$ cat config.mk
export PLATFORM = sky130hd
export DESIGN_NAME = siom_io_map
export DESIGN_NICKNAME = d
export VERILOG_FILES = /design/src/siom_pkg.sv /design/src/siom_sync2.sv /design/src/siom_io_map.sv
export VERILOG_INCLUDE_DIRS = /design/src
export SDC_FILE = /design/constraint.sdc
export NUM_CORES = 1
export LEC_CHECK = 0
export BUFFER_PORTS_ARGS = -buffer_cell sky130_fd_sc_hd__buf_2
export CAP_MARGIN = 20
export CORE_AREA = 2 2 205 207
export CTS_CLUSTER_DIAMETER = 60
export CTS_CLUSTER_SIZE = 30
export DETAILED_ROUTE_END_ITERATION = 6
export DIE_AREA = 0 0 207 209
export SLEW_MARGIN = 20
export SYNTH_ARGS = -nofsm -noshare
export SYNTH_HDL_FRONTEND = slang
export SYNTH_SLANG_ARGS = --single-unit
$ cat constraint.sdc
create_clock -name clk_sys -period 4 [get_ports clk_sys]
set_input_delay 0.8 -clock clk_sys [delete_from_list [all_inputs] [get_ports clk_sys]]
set_output_delay 0.8 -clock clk_sys [all_outputs]
set_load 0.05 [all_outputs]
$ cat src/siom_defs.svh
// register offsets, reset values, field positions and mode masks
`ifndef SIOM_DEFS_SVH
`define SIOM_DEFS_SVH

// byte offsets of the register words on the bus
`define SIOM_OFS_IN_POL_A 8'h00
`define SIOM_OFS_IN_POL_B 8'h04
`define SIOM_OFS_IN_POL_C 8'h08
`define SIOM_OFS_OUT_ALLOC_A 8'h0C
`define SIOM_OFS_OUT_ALLOC_B 8'h10
`define SIOM_OFS_OUT_ALLOC_C 8'h14
`define SIOM_OFS_OUT_ALLOC_D 8'h18
`define SIOM_OFS_IN_ALLOC_A 8'h1C
`define SIOM_OFS_IN_ALLOC_B 8'h20
`define SIOM_OFS_CTRL_MODE 8'h24
`define SIOM_OFS_STATUS 8'h28

// reset values; output words carry the shipped pin allocation
`define SIOM_RST_IN_POL 16'h0000
`define SIOM_RST_OUT_ALLOC_A 16'h2114
`define SIOM_RST_OUT_ALLOC_B 16'h0003
`define SIOM_RST_OUT_ALLOC_C 16'h0005
`define SIOM_RST_OUT_ALLOC_D 16'h0000
`define SIOM_RST_IN_ALLOC_A 16'h3210
`define SIOM_RST_IN_ALLOC_B 16'h7654
`define SIOM_RST_CTRL_MODE 4'h0

// built-in input allocation: function n on pin n+1
`define SIOM_DFLT_IN_ALLOC 32'h7654_3210

// field positions inside the third polarity word
`define SIOM_POL_C_PIN9 0
`define SIOM_POL_C_PIN10 4
`define SIOM_POL_C_USER 12

// selector codes
`define SIOM_IN_SEL_LAST_PIN 4'h9
`define SIOM_IN_SEL_ALWAYS_ON 4'hA
`define SIOM_OUT_SEL_LAST_PIN 4'h5

// modes (one bit per mode code) supporting position or velocity functions
`define SIOM_POS_MODES 16'h7D92
`define SIOM_VEL_MODES 16'h53FD

// sizes
`define SIOM_NUM_IN_PINS 10
`define SIOM_NUM_IN_FUNCS 8
`define SIOM_NUM_OUT_PINS 5
`define SIOM_NUM_OUT_FUNCS 15

`endif

$ cat src/siom_pkg.sv
// types shared by the servo i/o map
package siom_pkg;

  // one hex digit of a parameter word
  typedef logic [3:0] siom_digit_t;

  // how a status function depends on the control mode
  typedef enum logic [2:0] {
    SIOM_SUP_ALWAYS = 3'b001,
    SIOM_SUP_POS = 3'b010,
    SIOM_SUP_VEL = 3'b100
  } siom_support_t;

  // status function order, which is also the selector digit order
  typedef enum int {
    SIOM_FN_FAULT = 0,
    SIOM_FN_IN_POSITION = 1,
    SIOM_FN_SPEED_REACHED = 2,
    SIOM_FN_MOTION_DETECT = 3,
    SIOM_FN_DRIVE_READY = 4,
    SIOM_FN_SERVO_READY = 5,
    SIOM_FN_TORQUE_LIMITED = 6,
    SIOM_FN_SPEED_LIMITED = 7,
    SIOM_FN_BRAKE_CTRL = 8,
    SIOM_FN_WARNING = 9,
    SIOM_FN_POS_NEAR = 10,
    SIOM_FN_PULSE_RATIO_SEL = 11,
    SIOM_FN_POS_TRIGGER = 12,
    SIOM_FN_EXT_DYN_BRAKE = 13,
    SIOM_FN_HOMING_DONE = 14
  } siom_fn_t;

endpackage : siom_pkg

$ cat src/siom_sync2.sv
// two-flop synchroniser for the input pins
`timescale 1ns/100ps
module siom_sync2
  import siom_pkg::*;
#(
  parameter int WIDTH = 10
)
(
  input wire logic clk_sys,
  input wire logic rst_n,
  input wire logic [WIDTH-1:0] asyncIn,
  output logic [WIDTH-1:0] syncOut
);

  // first stage is read by the second stage only
  logic [WIDTH-1:0] meta_r;

  genvar b;
  generate
    for (b = 0; b < WIDTH; b = b + 1)
    begin : g_bit
      // each pin gets its own pair of flops
      always_ff @(posedge clk_sys or negedge rst_n)
      begin
        if (!rst_n)
        begin
          meta_r[b] <= 1'b0;
          syncOut[b] <= 1'b0;
        end
        else
        begin
          meta_r[b] <= asyncIn[b];
          syncOut[b] <= meta_r[b];
        end
      end
    end
  endgenerate

endmodule : siom_sync2

$ cat src/siom_io_map.sv
// servo drive i/o polarity and output pin map with wishbone registers
//
// Decided for this implementation: the register addresses and register access over Wishbone.
`timescale 1ns/100ps
`include "siom_defs.svh"
module siom_io_map
  import siom_pkg::*;
(
  input wire logic clk_sys,
  input wire logic rst_n,
  // classic wishbone slave
  input wire logic wb_cyc_i,
  input wire logic wb_stb_i,
  input wire logic wb_we_i,
  input wire logic [7:0] wb_adr_i,
  input wire logic [3:0] wb_sel_i,
  input wire logic [31:0] wb_dat_i,
  output logic [31:0] wb_dat_o,
  output logic wb_ack_o,
  // connector side
  input wire logic [9:0] inputPins,
  output logic [4:0] outputPins,
  // drive side
  input wire logic [14:0] statusFunc,
  output logic [7:0] inputFunc
);

  // parameter words
  logic [15:0] inPolA_r; // polarity of pins 1-4
  logic [15:0] inPolB_r; // polarity of pins 5-8
  logic [15:0] inPolC_r; // pins 9-10 and allocation select
  logic [15:0] outAllocA_r; // output selectors, group a
  logic [15:0] outAllocB_r; // output selectors, group b
  logic [15:0] outAllocC_r; // output selectors, group c
  logic [15:0] outAllocD_r; // output selectors, group d
  logic [15:0] inAllocA_r; // input selectors, functions 0-3
  logic [15:0] inAllocB_r; // input selectors, functions 4-7
  logic [3:0] ctrlMode_r; // control mode digit

  // bus handshake
  logic ack_r;
  logic [31:0] rdData_r;
  logic [31:0] rdData_nxt;
  logic busReq; // request present and not yet acknowledged
  logic wrStrobe; // write takes effect at this edge

  // pin side
  logic [9:0] pinSync; // pins after two flops
  logic [9:0] pinPol; // per-pin polarity bit
  logic [9:0] pinLevel; // pins after polarity
  logic [31:0] inSelAll; // selectors for all input functions
  logic [7:0] inputFunc_nxt;
  logic [63:0] outSelAll; // all output selectors
  logic [14:0] fnSupported; // function allowed in current mode
  logic [4:0] pinHits [0:14]; // per-function one-hot pin route
  logic [4:0] outputPins_nxt;
  logic posMode; // current mode runs position functions
  logic velMode; // current mode runs velocity functions

  // pins arrive from outside the clock domain
  siom_sync2 #(
    .WIDTH(`SIOM_NUM_IN_PINS)
  ) u_sync (
    .clk_sys(clk_sys),
    .rst_n(rst_n),
    .asyncIn(inputPins),
    .syncOut(pinSync)
  );

  // the ack flop makes every answer take exactly one cycle
  assign busReq = wb_cyc_i & wb_stb_i & ~ack_r;
  assign wrStrobe = busReq & wb_we_i;

  // bus acknowledge: one cycle after the request, dropped the next
  always_ff @(posedge clk_sys or negedge rst_n)
  begin
    if (!rst_n)
    begin
      ack_r <= 1'b0;
    end
    else
    begin
      ack_r <= busReq;
    end
  end

  // read mux; unmapped offsets answer with zero
  always_comb
  begin
    rdData_nxt = 32'h0000_0000;
    case (wb_adr_i)
      `SIOM_OFS_IN_POL_A:
        rdData_nxt = {16'h0000, inPolA_r};
      `SIOM_OFS_IN_POL_B:
        rdData_nxt = {16'h0000, inPolB_r};
      `SIOM_OFS_IN_POL_C:
        rdData_nxt = {16'h0000, inPolC_r};
      `SIOM_OFS_OUT_ALLOC_A:
        rdData_nxt = {16'h0000, outAllocA_r};
      `SIOM_OFS_OUT_ALLOC_B:
        rdData_nxt = {16'h0000, outAllocB_r};
      `SIOM_OFS_OUT_ALLOC_C:
        rdData_nxt = {16'h0000, outAllocC_r};
      `SIOM_OFS_OUT_ALLOC_D:
        rdData_nxt = {16'h0000, outAllocD_r};
      `SIOM_OFS_IN_ALLOC_A:
        rdData_nxt = {16'h0000, inAllocA_r};
      `SIOM_OFS_IN_ALLOC_B:
        rdData_nxt = {16'h0000, inAllocB_r};
      `SIOM_OFS_CTRL_MODE:
        rdData_nxt = {28'h000_0000, ctrlMode_r};
      // live state: synced pins, decoded functions, output pins
      `SIOM_OFS_STATUS:
        rdData_nxt = {9'h000, outputPins, inputFunc, pinSync};
      default:
        rdData_nxt = 32'h0000_0000;
    endcase
  end

  // read data is latched with the request so it stands with ack
  always_ff @(posedge clk_sys or negedge rst_n)
  begin
    if (!rst_n)
    begin
      rdData_r <= 32'h0000_0000;
    end
    else if (busReq)
    begin
      rdData_r <= rdData_nxt;
    end
  end

  assign wb_ack_o = ack_r;
  assign wb_dat_o = rdData_r;

  // polarity words; byte lanes 0 and 1 carry the 16-bit value
  always_ff @(posedge clk_sys or negedge rst_n)
  begin
    if (!rst_n)
    begin
      inPolA_r <= `SIOM_RST_IN_POL;
      inPolB_r <= `SIOM_RST_IN_POL;
      inPolC_r <= `SIOM_RST_IN_POL;
    end
    else if (wrStrobe)
    begin
      if (wb_adr_i == `SIOM_OFS_IN_POL_A)
      begin
        if (wb_sel_i[0]) inPolA_r[7:0] <= wb_dat_i[7:0];
        if (wb_sel_i[1]) inPolA_r[15:8] <= wb_dat_i[15:8];
      end
      if (wb_adr_i == `SIOM_OFS_IN_POL_B)
      begin
        if (wb_sel_i[0]) inPolB_r[7:0] <= wb_dat_i[7:0];
        if (wb_sel_i[1]) inPolB_r[15:8] <= wb_dat_i[15:8];
      end
      if (wb_adr_i == `SIOM_OFS_IN_POL_C)
      begin
        if (wb_sel_i[0]) inPolC_r[7:0] <= wb_dat_i[7:0];
        if (wb_sel_i[1]) inPolC_r[15:8] <= wb_dat_i[15:8];
      end
    end
  end

  // output allocation words; reset gives the shipped pin map
  always_ff @(posedge clk_sys or negedge rst_n)
  begin
    if (!rst_n)
    begin
      outAllocA_r <= `SIOM_RST_OUT_ALLOC_A;
      outAllocB_r <= `SIOM_RST_OUT_ALLOC_B;
      outAllocC_r <= `SIOM_RST_OUT_ALLOC_C;
      outAllocD_r <= `SIOM_RST_OUT_ALLOC_D;
    end
    else if (wrStrobe)
    begin
      if (wb_adr_i == `SIOM_OFS_OUT_ALLOC_A)
      begin
        if (wb_sel_i[0]) outAllocA_r[7:0] <= wb_dat_i[7:0];
        if (wb_sel_i[1]) outAllocA_r[15:8] <= wb_dat_i[15:8];
      end
      if (wb_adr_i == `SIOM_OFS_OUT_ALLOC_B)
      begin
        if (wb_sel_i[0]) outAllocB_r[7:0] <= wb_dat_i[7:0];
        if (wb_sel_i[1]) outAllocB_r[15:8] <= wb_dat_i[15:8];
      end
      if (wb_adr_i == `SIOM_OFS_OUT_ALLOC_C)
      begin
        if (wb_sel_i[0]) outAllocC_r[7:0] <= wb_dat_i[7:0];
        if (wb_sel_i[1]) outAllocC_r[15:8] <= wb_dat_i[15:8];
      end
      if (wb_adr_i == `SIOM_OFS_OUT_ALLOC_D)
      begin
        if (wb_sel_i[0]) outAllocD_r[7:0] <= wb_dat_i[7:0];
        if (wb_sel_i[1]) outAllocD_r[15:8] <= wb_dat_i[15:8];
      end
    end
  end

  // user input allocation and control mode
  always_ff @(posedge clk_sys or negedge rst_n)
  begin
    if (!rst_n)
    begin
      inAllocA_r <= `SIOM_RST_IN_ALLOC_A;
      inAllocB_r <= `SIOM_RST_IN_ALLOC_B;
      ctrlMode_r <= `SIOM_RST_CTRL_MODE;
    end
    else if (wrStrobe)
    begin
      if (wb_adr_i == `SIOM_OFS_IN_ALLOC_A)
      begin
        if (wb_sel_i[0]) inAllocA_r[7:0] <= wb_dat_i[7:0];
        if (wb_sel_i[1]) inAllocA_r[15:8] <= wb_dat_i[15:8];
      end
      if (wb_adr_i == `SIOM_OFS_IN_ALLOC_B)
      begin
        if (wb_sel_i[0]) inAllocB_r[7:0] <= wb_dat_i[7:0];
        if (wb_sel_i[1]) inAllocB_r[15:8] <= wb_dat_i[15:8];
      end
      if ((wb_adr_i == `SIOM_OFS_CTRL_MODE) && wb_sel_i[0])
      begin
        ctrlMode_r <= wb_dat_i[3:0];
      end
    end
  end

  // gather one polarity bit per pin, low digit of each word first
  assign pinPol[0] = inPolA_r[0];
  assign pinPol[1] = inPolA_r[4];
  assign pinPol[2] = inPolA_r[8];
  assign pinPol[3] = inPolA_r[12];
  assign pinPol[4] = inPolB_r[0];
  assign pinPol[5] = inPolB_r[4];
  assign pinPol[6] = inPolB_r[8];
  assign pinPol[7] = inPolB_r[12];
  assign pinPol[8] = inPolC_r[`SIOM_POL_C_PIN9];
  assign pinPol[9] = inPolC_r[`SIOM_POL_C_PIN10];

  // only bit 0 of a digit is used; other digit values act by their low bit
  // inversion happens ahead of the function decode
  assign pinLevel = pinSync ^ pinPol;

  // user allocation only when the top digit reads exactly 1
  assign inSelAll = (inPolC_r[15:12] == 4'h1) ?
                    {inAllocB_r, inAllocA_r} :
                    `SIOM_DFLT_IN_ALLOC;

  genvar f;
  generate
    // one selector per input function
    for (f = 0; f < `SIOM_NUM_IN_FUNCS; f = f + 1)
    begin : g_infn
      siom_digit_t sel;
      assign sel = inSelAll[4*f +: 4];
      // pins 1-10, then forced on, anything above forced off
      always_comb
      begin
        if (sel <= `SIOM_IN_SEL_LAST_PIN)
          inputFunc_nxt[f] = pinLevel[sel];
        else if (sel == `SIOM_IN_SEL_ALWAYS_ON)
          inputFunc_nxt[f] = 1'b1;
        else
          inputFunc_nxt[f] = 1'b0;
      end
    end
  endgenerate

  // decoded input functions are registered
  always_ff @(posedge clk_sys or negedge rst_n)
  begin
    if (!rst_n)
    begin
      inputFunc <= 8'h00;
    end
    else
    begin
      inputFunc <= inputFunc_nxt;
    end
  end

  // mode classes from one bit per mode code
  assign posMode = |(`SIOM_POS_MODES & (16'h0001 << ctrlMode_r));
  assign velMode = |(`SIOM_VEL_MODES & (16'h0001 << ctrlMode_r));

  // output selectors; digit 1 of word d is skipped
  assign outSelAll = {4'h0, outAllocD_r[15:12], outAllocD_r[11:8],
                      outAllocD_r[3:0], outAllocC_r,
                      outAllocB_r, outAllocA_r};

  // support class per function
  function automatic siom_support_t fn_support(input int idx);
    siom_support_t s;
    s = SIOM_SUP_ALWAYS;
    case (idx)
      SIOM_FN_IN_POSITION,
      SIOM_FN_POS_NEAR,
      SIOM_FN_PULSE_RATIO_SEL,
      SIOM_FN_POS_TRIGGER,
      SIOM_FN_HOMING_DONE:
        s = SIOM_SUP_POS;
      SIOM_FN_SPEED_REACHED:
        s = SIOM_SUP_VEL;
      default:
        s = SIOM_SUP_ALWAYS;
    endcase
    return s;
  endfunction : fn_support

  generate
    // one route per status function
    for (f = 0; f < `SIOM_NUM_OUT_FUNCS; f = f + 1)
    begin : g_outfn
      siom_digit_t sel;
      logic gated;
      assign sel = outSelAll[4*f +: 4];
      // unsupported functions are held off whatever the selector
      always_comb
      begin
        case (fn_support(f))
          SIOM_SUP_POS: fnSupported[f] = posMode;
          SIOM_SUP_VEL: fnSupported[f] = velMode;
          SIOM_SUP_ALWAYS: fnSupported[f] = 1'b1;
          default: fnSupported[f] = 1'b0;
        endcase
      end
      assign gated = statusFunc[f] & fnSupported[f];
      // 0 and codes above 5 route nowhere
      always_comb
      begin
        pinHits[f] = 5'b0_0000;
        if ((sel != 4'h0) && (sel <= `SIOM_OUT_SEL_LAST_PIN))
          pinHits[f] = gated ? (5'b0_0001 << (sel - 4'h1)) :
                       5'b0_0000;
      end
    end
  endgenerate

  // several functions on one pin are ored together
  always_comb
  begin
    outputPins_nxt = 5'b0_0000;
    for (int i = 0; i < `SIOM_NUM_OUT_FUNCS; i++)
    begin
      outputPins_nxt = outputPins_nxt | pinHits[i];
    end
  end

  // output pins come straight from flops
  always_ff @(posedge clk_sys or negedge rst_n)
  begin
    if (!rst_n)
    begin
      outputPins <= 5'b0_0000;
    end
    else
    begin
      outputPins <= outputPins_nxt;
    end
  end

endmodule : siom_io_map

**Yosys cells after proc, flatten, opt, wreduce, memory -nomap -nowiden**

Cells that the tools add are included.
Widths: inputs -> output; s select.

- Eq/ne operators: 19
- $add $sub $neg: 15
- Multiplexer cells: 64
- Shift operators: 16
- Reductions and logical operators: 53
- Bitwise logic cells: 25
- Order comparisons: 31

Operator list:

| cell | number |
|---|---|
| $pmux 23 s11 | 1 |
| $mux 5 | 30 |
| $shl 1x4->5 const A | 15 |
| $or 5x5->5 | 14 |
| $le 4x3->1 const B | 15 |
| $reduce_bool 4->1 | 15 |
| $sub 4x1->4 const B | 15 |
| $reduce_and 3->1 | 18 |
| $lt 4x5->1 const B | 8 |
| $bmux 1 s4 | 8 |
| $eq 4x4->1 const B | 8 |
| $eq 8x5->1 const B | 4 |
| $le 4x4->1 const B | 8 |
| $mux 32 | 1 |
| $eq 8x6->1 const B | 3 |
| $mux 1 | 24 |
| $eq 8x4->1 const B | 2 |
| $logic_and 1x1->1 | 16 |
| $shl 1x4->15 const A | 1 |
| $reduce_or 11->1 | 1 |
| $xor 10x10->10 | 1 |
| $and 1x1->1 | 9 |
| $reduce_or 9->1 | 1 |
| $eq 8x3->1 const B | 1 |
| 4 further kinds | 4 |

- Input port bits: 74
- Logic and storage cells: 266
- Register bits after elaboration: 214

**Logic depth before layout (Yosys ltp)**

- Depth in word-level cells: 19
- Mapped depth: 8

**Modules after synthesis**

A second synthesis with hierarchy kept.

- Cell total of the unflattened synthesis: 1025
- Area, all modules: 11348.4 um^2

Modules (own cells, without submodules):

| module | cells an instance | seq. area each (um^2) | area an instance (um^2) | instances |
|---|---|---|---|---|
| siom_io_map | 1005 | 4654.5 | 10847.9 | 1 |
| siom_sync2 | 20 | 500.5 | 500.5 | 1 |

**Worst setup path before layout**

OpenSTA, ideal clock, no wires.

- Path kind: input to register
- Start: input wb_adr_i[5]
- End: register inAllocA_r[8]
- Cell stages on the path: 6
- Required time: 3.872 ns
- Arrival time: 2.168 ns
- Path slack: 1.705 ns
- Library setup time: 0.128 ns
- Path through: buf_6 > or4b_1 > buf_2 > nor2_8 > nand2_4 > mux2_1

- Word-level cells in the longest chain between the ends: 2

Ends and longest elaborated chain:

| what | RTL line | RTL |
|---|---|---|
| from (decl) | siom_io_map.sv:15 | `input wire logic [7:0] wb_adr_i,` |
| $eq 8x5->1 | -- |  |
| $reduce_and 3->1 (no line) | -- |  |
| to (signal assigned) | siom_io_map.sv:205 | `` inAllocA_r <= `SIOM_RST_IN_ALLOC_A; `` |
| to (signal assigned) | siom_io_map.sv:214 | `if (wb_sel_i[1]) inAllocA_r[15:8] <= wb_dat_i[15:8];` |
| to (decl) | siom_io_map.sv:36 | `logic [15:0] inAllocA_r;` |

No other way between the ends.
A chain may end at the register's enable or synchronous reset.

**Final worst setup path**

- Start: input wb_adr_i[2]
- End: register outAllocA_r[1]

- Word-level cells in the longest chain between the ends: 2

Ends and longest elaborated chain:

| what | RTL line | RTL |
|---|---|---|
| $eq 8x4->1 (no line) | -- |  |
| $reduce_and 3->1 (no line) | -- |  |
| to (signal assigned) | siom_io_map.sv:170 | `` outAllocA_r <= `SIOM_RST_OUT_ALLOC_A; `` |
| to (signal assigned) | siom_io_map.sv:179 | `if (wb_sel_i[0]) outAllocA_r[7:0] <= wb_dat_i[7:0];` |
| to (decl) | siom_io_map.sv:32 | `logic [15:0] outAllocA_r;` |

No other way between the ends.

==> results.sh <==
export IMPL_hold_violations=0
export IMPL_drc=0
export IMPL_synth_top_area_cell="dfrtp_1"
export IMPL_synth_cell_type_count=79
export IMPL_place_gp_congestion=0.936
export IMPL_initial_core_util_pct=27.5
export IMPL_grt_pass1_vias=8923
export IMPL_cts_buffers=23
export IMPL_ant_nets=0
export IMPL_h_tree_depth=1
export IMPL_period_minus_slack_ns=2.66
export IMPL_ios=120
export IMPL_synth_edff_count=0
export IMPL_drv_slew=0
export IMPL_dr_total_vias=9340
export IMPL_p_total_w=0.00482
export IMPL_hold_path_class="primary input to asynchronous set/reset pin"
export IMPL_synthCells=1025
export IMPL_cts_sinks=205
export IMPL_synth_main_ff_cell="dfrtp_1"
export IMPL_cap_violations=0
export IMPL_cts_tree="built"
export IMPL_vdd_drop_max_uv=271
export IMPL_clk_pin_slew_ns=0.08
export IMPL_fmax_ghz=0.376
export IMPL_setup_viol=0
export IMPL_io_buffers=92
export IMPL_synth_top_area_share_pct=40.8
export IMPL_drtIter0Drc=869
export IMPL_use_met1_pct=25.3
export IMPL_vias_per_cell=5.61
export IMPL_synth_warnings=0
export IMPL_slew_headroom_pct=26.9
export IMPL_syn_area_per_cell_um2=11.1
export IMPL_crit_arrival_ns=3.06
export IMPL_p_per_area_nw_per_um2=365
export IMPL_antenna_found_initial=2
export IMPL_synth_area_leaders="dfrtp_1 (41%), mux2_2 (16%), dfstp_2 (4.6%), mux2i_1 (2.4%), a21oi_1 (2.0%)"
export IMPL_grt_max_degree=82
export IMPL_seqCellArea_um2=5150
export IMPL_crit_type="primary input to flip-flop"
export IMPL_met2_usage_pct=30.2
export IMPL_clk_path_buf_depth=3
export IMPL_wl_per_cell_um=24.8
export IMPL_dpl_cell_area_um2=12400
export IMPL_grt_overflow_total=0
export IMPL_p_leak_nw=5.87
export IMPL_place_hpwl_um=31300
export IMPL_core_um2=41300
export IMPL_clkLatencyLatePin_ns=0.53
export IMPL_fin_setup_tns_ns=0
export IMPL_post_cts_resized=0
export IMPL_outcome="finished, final reports clean"
export IMPL_met3_usage_pct=2.78
export IMPL_synth_cell_area_um2=11300
export IMPL_grt_pass1_wl_um=60400
export IMPL_dp_slack_ns=0.877
export IMPL_drive_gt1_share_pct=32.8
export IMPL_crit_path_start_kind="primary input"
export IMPL_fp_dieArea_um2=43300
export IMPL_async_flop_share_pct=100
export IMPL_syn_to_final_growth_pct=16.4
export IMPL_yosysSeqAreaShare_pct=45.4
export IMPL_rows=75
export IMPL_fp_dieH_um=209
export IMPL_grt_usage_pct=18.6
export IMPL_endpoint_kind="flip-flop"
export IMPL_critPathRequiredTime_ns=4.41
export IMPL_worst_pin_slew_ns=1.07
export IMPL_cts_root_buf="clkbuf_16"
export IMPL_multi_input_area_um2=5870
export IMPL_setup_slack_ns=1.34
export IMPL_rsz0062_at_grt="false"
export IMPL_nFillCells=4202
export IMPL_fin_area_um2=13200
export IMPL_yosys_register_bits=205
export IMPL_crit_fanout=28
export IMPL_fin_nets=1191
export IMPL_dr_pass1_iters=7
export IMPL_cts_setup_buffers=0
export IMPL_ctsHoldBuffers=0
export IMPL_fp_dieW_um=207
export IMPL_grt_busiest_layer="met2"
export IMPL_min_period_over_period_pct=66.5
export IMPL_wl_um=41300
export IMPL_clock_skew_ns=0.0232
-- sequential cells by signal (all words and copies together), names as in the netlist --
name	count
outAllocB_r	16
outAllocD_r	16
outAllocA_r	16
wb_ack_o	1
ctrlMode_r	4
inputFunc	8
outAllocC_r	16
u_sync.syncOut	10
inAllocB_r	16
outputPins	5
inPolC_r	16
inAllocA_r	16
inPolA_r	16
wb_dat_o	23
u_sync.meta_r	10
inPolB_r	16
-- layer usage --
layer  vias to the layer above  routed length (µm)
li1                       4076                   -
met1                      4716               17600
met2                       443               19300
met3                       103                2750
met4                         2                1610
met5                         -                  12
-- synth_stat cells (all sizes together) (17+ instances only) --
cell type / n
nor3: 33
mux2: 167
inv: 17
mux2i: 27
nand3b: 17
dfstp: 20
clkbuf: 20
nor2: 53
dfrtp: 185
buf: 41
nand2: 57
a22oi: 29
o21ai: 39
a21oi: 46
nand3: 32
-- power by group --
group | internal, W | switching, W | total [W] | leakage, nW
clock network | 0.00127 | 0.00101 | 0.00228 | 0.404
registers | 0.00210 | 0.0000358 | 0.00214 | 2.72
logic | 0.000103 | 0.000295 | 0.000398 | 2.75
total | 0.00348 | 0.00134 | 0.00482 | 5.87
-- stage by stage --
step	hold slack (ns)	util, %	cells
after floorplan	0.331	-	1033
after CTS	0.210	32.0	1663
after global routing	0.230	32.0	1664
after global placement	0.335	30.0	1622
after detailed placement	0.335	30.0	1622
final	0.205	32.0	1664
-- worst max-delay path, cell delays in order --
cell      delay [ns]
buf_2           0.49
buf_4           0.40
nor4bb_1        0.31
buf_4           0.23
nand3_1         0.39
mux2_2          0.42
-- final cells by class --
cell class | instances | area share (%)
Inverter | 17 | 0.483
Multi-Input combinational cell | 750 | 44.4
Clock inverter | 17 | 1.74
Clock buffer | 24 | 4.46
Tap cell | 539 | 5.10
Antenna cell | 1 | 0.0189
Sequential cell | 205 | 39.0
Timing Repair Buffer | 111 | 4.74
-- worst paths after layout --
check | startpoint | to | slack (ns) | cells past startpoint
setup / recovery | wb_adr_i[2] | outAllocA_r[1] | 1.34 | 6
hold / removal | rst_n | inPolC_r[0] | 0.20 | 1
setup reg to reg | outAllocB_r[5] | outputPins[4] | 1.44 | 6
hold reg to reg | u_sync.meta_r[5] | u_sync.syncOut[5] | 0.35 | 0
max in group asynchronous | rst_n | inAllocB_r[2] | 2.90 | 2
min in group clk_sys | u_sync.meta_r[5] | u_sync.syncOut[5] | 0.35 | 0
-- cells by family (layout without fill, tap and decap cells) --
| group | count (synthesis) | in the layout | share of synthesized area [%] |
|---|---|---|---|
| muxes | 197 | 197 | 19.5 |
| xor gates and xnor gates | 13 | 13 | 1.00 |
| adders and majority gates | 9 | 9 | 0.992 |
| buffers and inverters | 78 | 169 | 3.32 |
| DFF | 205 | 205 | 45.4 |
| AOI/OAI and AO/OA | 234 | 234 | 14.2 |
| other | 1 | 10 | 0.0330 |
| and+or+nand+nor | 288 | 288 | 15.5 |
-- placed cells by master, fill, tap and decap left out, types with 5 or more instances in the layout --
| cell type | n |
|---|---|
| or3_1 | 5 |
| clkbuf_16 | 23 |
| ha_1 | 9 |
| nand2b_1 | 7 |
| o311ai_0 | 5 |
| nor4bb_1 | 7 |
| a211oi_1 | 7 |
| dfrtp_1 | 185 |
| o21ai_0 | 39 |
| a32oi_1 | 10 |
| a22oi_1 | 29 |
| nand2_1 | 50 |
| a31oi_1 | 12 |
| o31ai_1 | 10 |
| nand4_1 | 5 |
| xnor2_1 | 8 |
| o22ai_1 | 11 |
| a21oi_1 | 46 |
| dfstp_2 | 20 |
| nor4_1 | 6 |
| inv_1 | 17 |
| buf_4 | 18 |
| nor2_1 | 49 |
| nand4b_1 | 6 |
| nor3b_1 | 9 |
| nand3b_1 | 16 |
| mux2_2 | 163 |
| buf_2 | 91 |
| a22o_1 | 14 |
| and3b_1 | 6 |
| mux2i_1 | 27 |
| nor3_1 | 30 |
| conb_1 | 9 |
| o211ai_1 | 8 |
| a221oi_1 | 5 |
| o2111ai_1 | 5 |
| nand3_1 | 29 |
| nor2b_1 | 13 |
| inv_8 | 5 |
| xor2_1 | 5 |
Note: power is estimated with default switching activity, not from simulation.
